`src/logic/gdmaba_pkg.sv`:
```
// shared constants for the dma bus arbitration and exception block
package gdmaba_pkg;
  // register byte offsets
  localparam logic [7:0] MODE_OFF   = 8'h00;
  localparam logic [7:0] STATUS_OFF = 8'h04;
  localparam logic [7:0] SYSCTL_OFF = 8'h08;
  localparam logic [7:0] CARD_OFF   = 8'h0c;
  localparam logic [7:0] COUNT_OFF  = 8'h10;
  // mode register fields
  localparam int MODE_START_BIT = 0;
  localparam int MODE_SWRST_BIT = 1;
  localparam int MODE_ERRIE_BIT = 2;
  localparam int MODE_OPCYC_LSB = 4;
  // status register fields
  localparam int STAT_DEST_BIT  = 0;
  localparam int STAT_SRC_BIT   = 1;
  localparam int STAT_BUSY_BIT  = 2;
  localparam int STAT_OWN_BIT   = 3;
  localparam int STAT_HALT_BIT  = 4;
  localparam int STAT_BUS_CLEAR_SIGNAL_BIT  = 5;
  // system control and card config fields
  localparam int SYS_IPA_BIT    = 0;
  localparam int CARD_BUS_CLEAR_SIGNAL_BIT  = 0;
  // reset values
  localparam logic [31:0] MODE_RST  = 32'h0000_0000;
  localparam logic [31:0] COUNT_RST = 32'h0000_0000;
  // most bus cycles per operand transfer
  localparam int MAX_OP_CYCLES = 4;
  localparam int BUS_CYC_CLKS  = 1;
  typedef enum logic [2:0] {
    GDMABA_IDLE, GDMABA_REQ, GDMABA_WAIT_FREE, GDMABA_CYCLE, GDMABA_NEXT, GDMABA_RELEASE
  } gdmaba_state_t;
endpackage : gdmaba_pkg

```
`src/logic/gdmaba_core.sv`:
```
// dma channel bus mastership, arbitration and bus exception logic
//
// The AHB-Lite slave port and the register addresses are this design's own decisions.
`timescale 1ns/1ps
// Operation
// - serial channels outrank; grant-ack stays low
// - request bus when pending and no clear
// - arbiter raises core request, watches grants
// - wait for strobe, halt, error, ack negated
// - take bus by ack; release after transfers
// - card controller may drive bus clear
// - clear on external request or core interrupt
// - on clear finish whole operand first
// - resume exactly where transfer stopped
// - core cause: wait until pending flag clears
// - external cause: wait request negation, flag
// - recognise reset, error, halt and retry
// - chip reset aborts, clears status and mode
// - reset ends cycle, floats outputs, releases
// - software reset bit acts like chip reset but keeps pending flag and card enable
// - bus error ends cycle, logs, interrupts
// - error clears start; wait restart, negation
// - error discards held source operand
// - halt finishes cycle on ack, releases
// - halt blocks cycles; resume operand after
// - halt with error: end, release, suspend
// - after retry re-run interrupted cycle
// - error sets dest or source flag
// - start clear suspends; set resumes
module gdmaba_core
  import gdmaba_pkg::*;
#(
  parameter int OPC_W = 2
) (
  input  wire logic        i_ref_clk,
  input  wire logic        i_rst_n,
  // ahb-lite slave
  input  wire logic        i_hsel,
  input  wire logic [31:0] i_haddr,
  input  wire logic [1:0]  i_htrans,
  input  wire logic        i_hwrite,
  input  wire logic [2:0]  i_hsize,
  input  wire logic [31:0] i_hwdata,
  input  wire logic        i_hready,
  output logic [31:0]      o_hrdata,
  output logic             o_hreadyout,
  output logic             o_hresp,
  // transfer side
  input  wire logic        i_xfer_req,
  input  wire logic        i_xfer_dest,
  input  wire logic        i_serial_dma_channels_busy,
  input  wire logic        i_core_bus_grant,
  input  wire logic        i_external_bus_request,
  input  wire logic        i_core_irq_pending,
  input  wire logic        i_card_bus_clear,
  input  wire logic        i_address_strobe_line_n,
  input  wire logic        i_halt_n,
  input  wire logic        i_bus_error_line_n,
  input  wire logic        i_bus_grant_ack_line_n,
  input  wire logic        i_transfer_ack_line_n,
  input  wire logic [15:0] i_rd_data,
  output logic             o_core_bus_request,
  output logic             o_dma_internal_bus_request,
  output logic             o_bus_grant_ack_line_n,
  output logic             o_bus_grant_ack_line_oe,
  output logic             o_address_strobe_line_n,
  output logic             o_ctrl_oe,
  output logic             o_cycle_write,
  output logic [15:0]      o_wr_data,
  output logic [1:0]       o_op_cycle,
  output logic             o_error_irq
);

  gdmaba_state_t state_q;
  logic          start_q;
  logic          errie_q;
  logic [OPC_W-1:0] opcyc_q;
  logic [OPC_W-1:0] cyc_idx_q;
  logic          dest_err_q;
  logic          src_err_q;
  logic          card_en_q;
  logic          ipa_q;
  logic          core_cause_q;
  logic          ext_cause_q;
  logic          halt_hold_q;
  logic          err_hold_q;
  logic [15:0]   data_holding_reg_q;
  logic [31:0]   done_cnt_q;
  logic          soft_rst;
  logic          bus_clear_signal;
  logic          bus_free;
  logic          may_start;
  logic          retry;
  logic          bus_error_line;
  logic          dack;
  logic          last_cyc;
  // ahb address phase capture
  logic          ph_valid_q;
  logic          ph_write_q;
  logic [7:0]    ph_addr_q;
  logic          ph_ok;
  logic          wr_mode;
  logic          wr_sys;
  logic          wr_card;
  logic          ipa_set;

  assign ph_ok   = i_hsel && i_hready && i_htrans[1];
  assign wr_mode = ph_valid_q && ph_write_q && (ph_addr_q == MODE_OFF);
  assign wr_sys  = ph_valid_q && ph_write_q && (ph_addr_q == SYSCTL_OFF);
  assign wr_card = ph_valid_q && ph_write_q && (ph_addr_q == CARD_OFF);
  assign soft_rst = wr_mode && i_hwdata[MODE_SWRST_BIT];

  // capture address phase; zero wait states
  always_ff @(posedge i_ref_clk or negedge i_rst_n) begin
    if (!i_rst_n) begin
      ph_valid_q <= 1'b0;
      ph_write_q <= 1'b0;
      ph_addr_q  <= 8'h00;
    end else begin
      ph_valid_q <= ph_ok;
      ph_write_q <= i_hwrite;
      ph_addr_q  <= i_haddr[7:0];
    end
  end

  // ready and okay from reset onward
  always_ff @(posedge i_ref_clk or negedge i_rst_n) begin
    if (!i_rst_n) begin
      o_hreadyout <= 1'b1;
      o_hresp     <= 1'b0;
    end else begin
      o_hreadyout <= 1'b1;
      o_hresp     <= 1'b0;
    end
  end

  // read data registered at address phase
  always_ff @(posedge i_ref_clk or negedge i_rst_n) begin
    if (!i_rst_n) begin
      o_hrdata <= 32'h0000_0000;
    end else if (ph_ok && !i_hwrite) begin
      case (i_haddr[7:0])
        MODE_OFF: begin
          o_hrdata <= {24'h00_0000, 2'b00, opcyc_q, 1'b0, errie_q, 1'b0, start_q};
        end
        STATUS_OFF: begin
          o_hrdata <= {26'h000_0000, bus_clear_signal, halt_hold_q,
                       ~o_bus_grant_ack_line_n, (state_q != GDMABA_IDLE),
                       src_err_q, dest_err_q};
        end
        SYSCTL_OFF: o_hrdata <= {31'h0000_0000, ipa_q};
        CARD_OFF:   o_hrdata <= {31'h0000_0000, card_en_q};
        COUNT_OFF:  o_hrdata <= done_cnt_q;
        default:    o_hrdata <= 32'h0000_0000;
      endcase
    end
  end

  always_ff @(posedge i_ref_clk or negedge i_rst_n) begin
    if (!i_rst_n) begin
      errie_q <= MODE_RST[MODE_ERRIE_BIT];
      opcyc_q <= '0;
    end else if (soft_rst) begin
      errie_q <= 1'b0;
      opcyc_q <= '0;
    end else if (wr_mode) begin
      errie_q <= i_hwdata[MODE_ERRIE_BIT];
      opcyc_q <= i_hwdata[MODE_OPCYC_LSB +: OPC_W];
    end
  end

  // start bit: error clears it, set wins otherwise
  always_ff @(posedge i_ref_clk or negedge i_rst_n) begin
    if (!i_rst_n) begin
      start_q <= MODE_RST[MODE_START_BIT];
    end else if (soft_rst || (bus_error_line && state_q == GDMABA_CYCLE && i_halt_n)) begin
      start_q <= 1'b0;
    end else if (wr_mode) begin
      start_q <= i_hwdata[MODE_START_BIT];
    end
  end

  always_ff @(posedge i_ref_clk or negedge i_rst_n) begin
    if (!i_rst_n) begin
      card_en_q <= 1'b0;
    end else if (wr_card) begin
      card_en_q <= i_hwdata[CARD_BUS_CLEAR_SIGNAL_BIT];
    end
  end

  // pending flag: write one clears, set wins
  assign ipa_set = i_core_irq_pending;
  gdmaba_sync_flag u_ipa (
    .i_ref_clk  (i_ref_clk),
    .i_rst_n    (i_rst_n),
    .i_soft_clr (1'b0),
    .i_set      (ipa_set),
    .i_clr      (wr_sys && i_hwdata[SYS_IPA_BIT]),
    .o_flag     (ipa_q)
  );

  assign bus_clear_signal = i_external_bus_request || ipa_q ||
                            (card_en_q && i_card_bus_clear);
  // previous master fully off the bus
  assign bus_free = i_address_strobe_line_n && i_halt_n && i_bus_error_line_n &&
                    i_bus_grant_ack_line_n;
  assign may_start = start_q && i_xfer_req && !bus_clear_signal && !halt_hold_q &&
                     !err_hold_q && !core_cause_q && !ext_cause_q;
  assign bus_error_line     = !i_bus_error_line_n;
  assign retry    = bus_error_line && !i_halt_n;
  assign dack     = !i_transfer_ack_line_n;
  assign last_cyc = (cyc_idx_q == opcyc_q);

  // remember why the bus was given up
  always_ff @(posedge i_ref_clk or negedge i_rst_n) begin
    if (!i_rst_n) begin
      core_cause_q <= 1'b0;
      ext_cause_q  <= 1'b0;
    end else if (soft_rst) begin
      core_cause_q <= 1'b0;
      ext_cause_q  <= 1'b0;
    end else begin
      if (state_q == GDMABA_RELEASE && ipa_q) begin
        core_cause_q <= 1'b1;
      end else if (!ipa_q) begin
        core_cause_q <= 1'b0;
      end
      if (state_q == GDMABA_RELEASE && i_external_bus_request) begin
        ext_cause_q <= 1'b1;
      end else if (!i_external_bus_request) begin
        ext_cause_q <= 1'b0;
      end
    end
  end

  always_ff @(posedge i_ref_clk or negedge i_rst_n) begin
    if (!i_rst_n) begin
      halt_hold_q <= 1'b0;
      err_hold_q  <= 1'b0;
    end else if (soft_rst) begin
      halt_hold_q <= 1'b0;
      err_hold_q  <= 1'b0;
    end else begin
      halt_hold_q <= !i_halt_n;
      err_hold_q  <= bus_error_line;
    end
  end

  // error flags; software clears by write one
  always_ff @(posedge i_ref_clk or negedge i_rst_n) begin
    if (!i_rst_n) begin
      dest_err_q <= 1'b0;
      src_err_q  <= 1'b0;
    end else if (soft_rst) begin
      // software reset clears like chip reset
      dest_err_q <= 1'b0;
      src_err_q  <= 1'b0;
    end else if (state_q == GDMABA_CYCLE && bus_error_line && i_halt_n) begin
      dest_err_q <= dest_err_q | i_xfer_dest;
      src_err_q  <= src_err_q | ~i_xfer_dest;
    end else if (ph_valid_q && ph_write_q && ph_addr_q == STATUS_OFF) begin
      dest_err_q <= dest_err_q & ~i_hwdata[STAT_DEST_BIT];
      src_err_q  <= src_err_q & ~i_hwdata[STAT_SRC_BIT];
    end
  end

  always_ff @(posedge i_ref_clk or negedge i_rst_n) begin
    if (!i_rst_n) begin
      o_error_irq <= 1'b0;
    end else begin
      o_error_irq <= errie_q && (dest_err_q || src_err_q);
    end
  end

  always_ff @(posedge i_ref_clk or negedge i_rst_n) begin
    if (!i_rst_n) begin
      data_holding_reg_q <= 16'h0000;
    end else if (soft_rst || (state_q == GDMABA_CYCLE && bus_error_line && i_halt_n)) begin
      data_holding_reg_q <= 16'h0000;
    end else if (state_q == GDMABA_CYCLE && dack && !i_xfer_dest) begin
      data_holding_reg_q <= i_rd_data;
    end
  end

  // completed operand counter
  always_ff @(posedge i_ref_clk or negedge i_rst_n) begin
    if (!i_rst_n) begin
      done_cnt_q <= COUNT_RST;
    end else if (soft_rst) begin
      done_cnt_q <= COUNT_RST;
    end else if (state_q == GDMABA_CYCLE && dack && !bus_error_line && last_cyc) begin
      done_cnt_q <= done_cnt_q + 32'h0000_0001;
    end
  end

  // sequencer handles reset, error, halt, retry
  always_ff @(posedge i_ref_clk or negedge i_rst_n) begin
    if (!i_rst_n) begin
      state_q   <= GDMABA_IDLE;
      cyc_idx_q <= '0;
    end else if (soft_rst) begin
      // abort at once and drop the bus
      state_q   <= GDMABA_IDLE;
      cyc_idx_q <= '0;
    end else begin
      case (state_q)
        GDMABA_IDLE: begin
          if (may_start) begin
            state_q <= GDMABA_REQ;
          end
        end
        GDMABA_REQ: begin
          // grant from core and no external request
          if (!may_start) begin
            state_q <= GDMABA_IDLE;
          end else if (i_core_bus_grant && !i_external_bus_request) begin
            state_q <= GDMABA_WAIT_FREE;
          end
        end
        GDMABA_WAIT_FREE: begin
          if (bus_free) begin
            state_q <= GDMABA_CYCLE;
          end
        end
        GDMABA_CYCLE: begin
          if (retry) begin
            // keep index so the cycle reruns
            state_q <= GDMABA_RELEASE;
          end else if (bus_error_line) begin
            state_q   <= GDMABA_RELEASE;
            cyc_idx_q <= '0;
          end else if (dack) begin
            if (!last_cyc) begin
              cyc_idx_q <= cyc_idx_q + 1'b1;
              state_q   <= i_halt_n ? GDMABA_NEXT : GDMABA_RELEASE;
            end else begin
              cyc_idx_q <= '0;
              state_q   <= GDMABA_NEXT;
            end
          end
        end
        GDMABA_NEXT: begin
          // serial channels may slip in; ack stays low
          if (!i_halt_n) begin
            state_q <= GDMABA_RELEASE;
          end else if (cyc_idx_q != '0) begin
            if (!i_serial_dma_channels_busy) begin
              state_q <= GDMABA_CYCLE;
            end
          end else if (may_start) begin
            if (!i_serial_dma_channels_busy) begin
              state_q <= GDMABA_CYCLE;
            end
          end else begin
            state_q <= GDMABA_RELEASE;
          end
        end
        GDMABA_RELEASE: begin
          state_q <= GDMABA_IDLE;
        end
        default: state_q <= GDMABA_IDLE;
      endcase
    end
  end

  // resume interrupted operand from idle
  // (idle with nonzero index re-requests via may_start)

  always_ff @(posedge i_ref_clk or negedge i_rst_n) begin
    if (!i_rst_n) begin
      o_bus_grant_ack_line_n  <= 1'b1;
      o_bus_grant_ack_line_oe <= 1'b0;
      o_address_strobe_line_n <= 1'b1;
      o_ctrl_oe               <= 1'b0;
      o_cycle_write           <= 1'b0;
      o_wr_data               <= 16'h0000;
      o_op_cycle              <= 2'b00;
    end else begin
      o_bus_grant_ack_line_n  <= !(state_q == GDMABA_CYCLE || state_q == GDMABA_NEXT) ||
                                 soft_rst;
      o_bus_grant_ack_line_oe <= (state_q == GDMABA_CYCLE || state_q == GDMABA_NEXT) &&
                                 !soft_rst;
      o_address_strobe_line_n <= !(state_q == GDMABA_CYCLE && !dack && !bus_error_line) || soft_rst;
      o_ctrl_oe               <= state_q == GDMABA_CYCLE && !soft_rst;
      o_cycle_write           <= i_xfer_dest;
      o_wr_data               <= data_holding_reg_q;
      o_op_cycle              <= 2'(cyc_idx_q);
    end
  end

  always_ff @(posedge i_ref_clk or negedge i_rst_n) begin
    if (!i_rst_n) begin
      o_dma_internal_bus_request <= 1'b0;
      o_core_bus_request         <= 1'b0;
    end else begin
      o_dma_internal_bus_request <= state_q == GDMABA_REQ && may_start;
      o_core_bus_request         <= state_q == GDMABA_REQ && may_start;
    end
  end

endmodule : gdmaba_core

```
`src/logic/gdmaba_sync_flag.sv`:
```
// sticky flag cell: hardware set wins over software clear
`timescale 1ns/1ps
module gdmaba_sync_flag (
  input  wire logic i_ref_clk,
  input  wire logic i_rst_n,
  input  wire logic i_soft_clr,
  input  wire logic i_set,
  input  wire logic i_clr,
  output logic      o_flag
);
  // set has priority over clear
  always_ff @(posedge i_ref_clk or negedge i_rst_n) begin
    if (!i_rst_n) begin
      o_flag <= 1'b0;
    end else if (i_set) begin
      o_flag <= 1'b1;
    end else if (i_clr || i_soft_clr) begin
      o_flag <= 1'b0;
    end
  end
endmodule : gdmaba_sync_flag

```
`config.mk`:
```
export PLATFORM = sky130hd
export DESIGN_NAME = gdmaba_core
export DESIGN_NICKNAME = d
export VERILOG_FILES = /design/src/logic/gdmaba_pkg.sv /design/src/logic/gdmaba_core.sv /design/src/logic/gdmaba_sync_flag.sv
export SDC_FILE = /design/constraint.sdc
export NUM_CORES = 1
export LEC_CHECK = 0
export CORE_MARGIN = 4
export CORE_UTILIZATION = 62
export DETAILED_ROUTE_END_ITERATION = 10
export DONT_BUFFER_PORTS = 1
export PLACE_DENSITY = 0.75
export SYNTH_ARGS = -nofsm -noshare
export SYNTH_HDL_FRONTEND = slang
export SYNTH_HIERARCHICAL = 1
export SYNTH_SLANG_ARGS = --single-unit
```
`constraint.sdc`:
```
create_clock -name i_ref_clk -period 2.35 [get_ports i_ref_clk]
set_clock_uncertainty 0.05 [all_clocks]
set_input_delay 0.235 -clock i_ref_clk [delete_from_list [all_inputs] [get_ports i_ref_clk]]
set_output_delay 0.235 -clock i_ref_clk [all_outputs]
set_load 0.03 [all_outputs]
```
==> flow_summary.yaml <==
place:
  portBuffers: 0
  dp_slack_ps: 117
  hpwl_um: 8240
  place.gp.congestion: 0.866
floorplanning:
  rows: 34
  ios: 162
  die_h_um: 103
  initial_core_util: 0.642
  core_area_um2: 8760
  die_area_um2: 10700
  die_x_um: 103
synth:
  async_reset_ff_frac: 1.00
  netlist_area_um2: 5630
  synthDistinctLibCells: 61
  synth-warning-count: 6
  seq_area_frac_synth: 0.588
  syn_avg_cell_area_um2: 10.7
  synth_edf_count: 0
  ys_ff_latch: 132
  synthCells: 526
  synth_ff_type: "dfrtp_1"
setup_path:
  slowest_delay_ps: 570
  rr_worst_depth: 6
  crit_arrival_ps: 2640
  rrSetupSlack_ps: 120
  path_max_fanout: 3
  critical_path_required_ps: 2760
  slowest_stage: "or4_4"
  startpoint_type: "flop"
  cp_top_family: "simple AND/OR/NAND/NOR gates"
  crit_type: "reg2reg"
  r2r-end: "o_address_strobe_line_n"
  path_buf_inv: 1
  cp-end-kind: "flop"
  worstReg2RegStart: "ph_addr_q[5]"
  crit_chain: "or4_4, nor4_4, and2_1, nor2_1, nand3_1, dlygate4sd3_1"
power_and_ir_drop:
  p_comb_frac: 0.105
  clkPwrFrac: 0.409
  p_per_area_nw_per_um2: 953
  ir_worst_vdd_v: 0.000652
  switching_power_mw: 1.86
  swShare: 0.291
  seq_power_share: 0.486
  cellLeakagePower_nw: 2.99
  p_int_mw: 4.53
cells_and_area:
  nNetsFinal: 673
  final_core_util: 0.764
  area_delta_synth_final_pct: 19.1
  antennaDiodeCount: 0
  drive_gt1_frac: 0.103
  n_fill_cell: 560
clock_network:
  root_buffer: "clkbuf_8"
  path_clk_slew_ps: 60
  post-cts-setup-buffers: 0
  cts_max_level: 4
  numCtsBuffers: 17
  cts_tree: "done"
  holdBufCountCts: 40
  clkLatencyLatePin_ps: 520
  clock_sinks: 132
  cts_buffer_depth: 2
sta:
  worstMarginPinSlew_ps: 542
  slew-limit-headroom: 0.639
  period_needed_ps: 2230
  min_period_over_period: 0.948
  fmax_mhz: 449
  maxSlewViolCount: 0
  hold_violations: 132
  rsz0062_at_grt: "false"
  setup_slack_ps: 122
  setup_viol: 0
  setup_tns_ps: 0
  hold_ws_ps: -643
status:
  status: "finished with violations"
  violations: "negative hold slack"
routing:
  drc: 0
  drt_iter0_drc: 302
  drt_pre_antenna_iters: 5
  num_vias: 4288
  via_per_inst: 6.21
  detail-route-antenna-nets: 0
  wl_per_cell_um: 19.4
  wirelength_um: 13400
global_route:
  grt_pass1_wl_um: 21700
  grt.total_usage: 0.267
  first_global_vias: 4327
  antenna_found_initial: 0
  grt_overflow: 0
  grt_max_degree: 133
flow_run:
  max_cap_viol_count: 0
hold_path:
  hp-class: "in2async"
==> worst max-delay path by stage <==
stage / startpoint / end / depth (start not counted) / slack [ps]
5_1_grt: err_hold_q / state_q[1] / 5 / 3
3_3_place_gp: ph_addr_q[5] / done_cnt_q[16] / 5 / 150
3_5_place_dp: ph_addr_q[5] / done_cnt_q[19] / 5 / 120
4_1_cts: ph_addr_q[5] / o_address_strobe_line_n / 6 / 70
6_report: ph_addr_q[5] / o_address_strobe_line_n / 6 / 120
2_1_floorplan: ph_addr_q[5] / err_hold_q / 5 / 460
==> logic make-up (layout without fill, tap and decap cells) <==
family	Yosys count	in the layout	synth area share
compound gates	119	119	0.134
xor+xnor	14	14	0.0218
fa+ha+maj	2	2	0.00445
buf+inv	43	98	0.0378
flops	132	132	0.588
mux	7	7	0.0149
other cells	2	3	0.00134
simple gates	207	207	0.198
==> layout make-up <==
| type | instances | area [um^2] | area share |
|---|---|---|---|
| Clock buffer | 17 | 414 | 0.0618 |
| Timing Repair Buffer | 51 | 483 | 0.0721 |
| Clock inverter | 15 | 179 | 0.0267 |
| Multi-Input combinational cell | 352 | 2120 | 0.317 |
| Inverter | 15 | 56.3 | 0.00841 |
| Sequential cell | 132 | 3310 | 0.494 |
| Tap cell | 108 | 135 | 0.0202 |
==> repair_timing <==
item / 4_1_cts / 5_1_grt
hold endpoints to repair: 184 / 132
endpoints found under the setup margin: 0 / 10
resized for setup: 0 / 1
==> cell usage after synthesis (2+ instances only) <==
cell | number | area [um^2]
dfrtp_1 | 130 | 3250
a211oi_1 | 2 | 15.0
a31oi_1 | 3 | 18.8
nor2_1 | 43 | 161
buf_2 | 8 | 40.0
conb_1 | 2 | 7.51
and4_1 | 2 | 17.5
nor4_4 | 2 | 42.5
nand3_1 | 16 | 80.1
and3_1 | 6 | 37.5
nor2b_1 | 3 | 18.8
xor2_1 | 11 | 96.3
clkbuf_1 | 13 | 48.8
inv_1 | 15 | 56.3
nand3b_1 | 4 | 30.0
and2_1 | 3 | 18.8
ha_1 | 2 | 25.0
o21ai_0 | 29 | 145
mux2i_1 | 5 | 50.1
nand2b_1 | 3 | 18.8
buf_6 | 4 | 45.0
nor3b_1 | 2 | 15.0
o31ai_1 | 4 | 30.0
a311oi_1 | 2 | 17.5
a21o_1 | 2 | 15.0
xnor2_1 | 3 | 26.3
nor4b_1 | 2 | 17.5
a21oi_1 | 42 | 210
o211ai_1 | 2 | 15.0
buf_4 | 3 | 22.5
nand4_1 | 14 | 87.6
or3_1 | 19 | 119
dfstp_2 | 2 | 52.6
or2_2 | 2 | 12.5
nor3_1 | 11 | 55.1
a22o_1 | 26 | 228
nand2_1 | 60 | 225
==> stage by stage <==
step	instances	power (mW)	cell area, um^2
after detailed placement	618	3.73	5700
after floorplan	527	3.71	5630
after global placement	618	3.68	5700
after CTS	690	6.39	6690
final	690	6.38	6700
after global routing	690	6.67	6700
==> cells in the final DEF (no fill, tap or decap), types with 4 or more instances in the layout <==
cell type        n
and3_1           6
clkbuf_16       16
a22o_1          26
buf_4           11
nor2_1          43
dlygate4sd3_1   40
a21oi_1         42
o31ai_1          4
nand3_1         16
mux2i_1          5
dfrtp_1        130
clkinvlp_4       4
nor3_1          10
nand2_1         60
inv_1           15
o21ai_0         29
nand3b_1         4
xor2_1          11
nand4_1         14
or3_1           19
==> registers in the layout (all words and copies together), names as in the netlist, 2 cells and up <==
register,count
done_cnt_q,32
o_hrdata,32
data_holding_reg_q,16
o_wr_data,16
ph_addr_q,8
state_q,3
cyc_idx_q,2
o_op_cycle,2
opcyc_q,2
==> power groups by stage <==
stage,logic [mW],clock network [mW],registers (mW)
global placement,0.557,0,3.12
finish,0.669,2.61,3.10
floorplan,0.593,0,3.12
global route,0.753,2.77,3.14
detailed placement,0.592,0,3.14
CTS,0.661,2.63,3.10
==> layer usage <==
layer  global-route usage  wire length (um)  vias up
li1                     -                 -     1953
met1                0.349              5490     2124
met2                0.431              6640      183
met3               0.0644               991       28
met4                0.114               240        0
met5                    0                 0        -
Note: power is estimated with default switching activity, not from simulation.
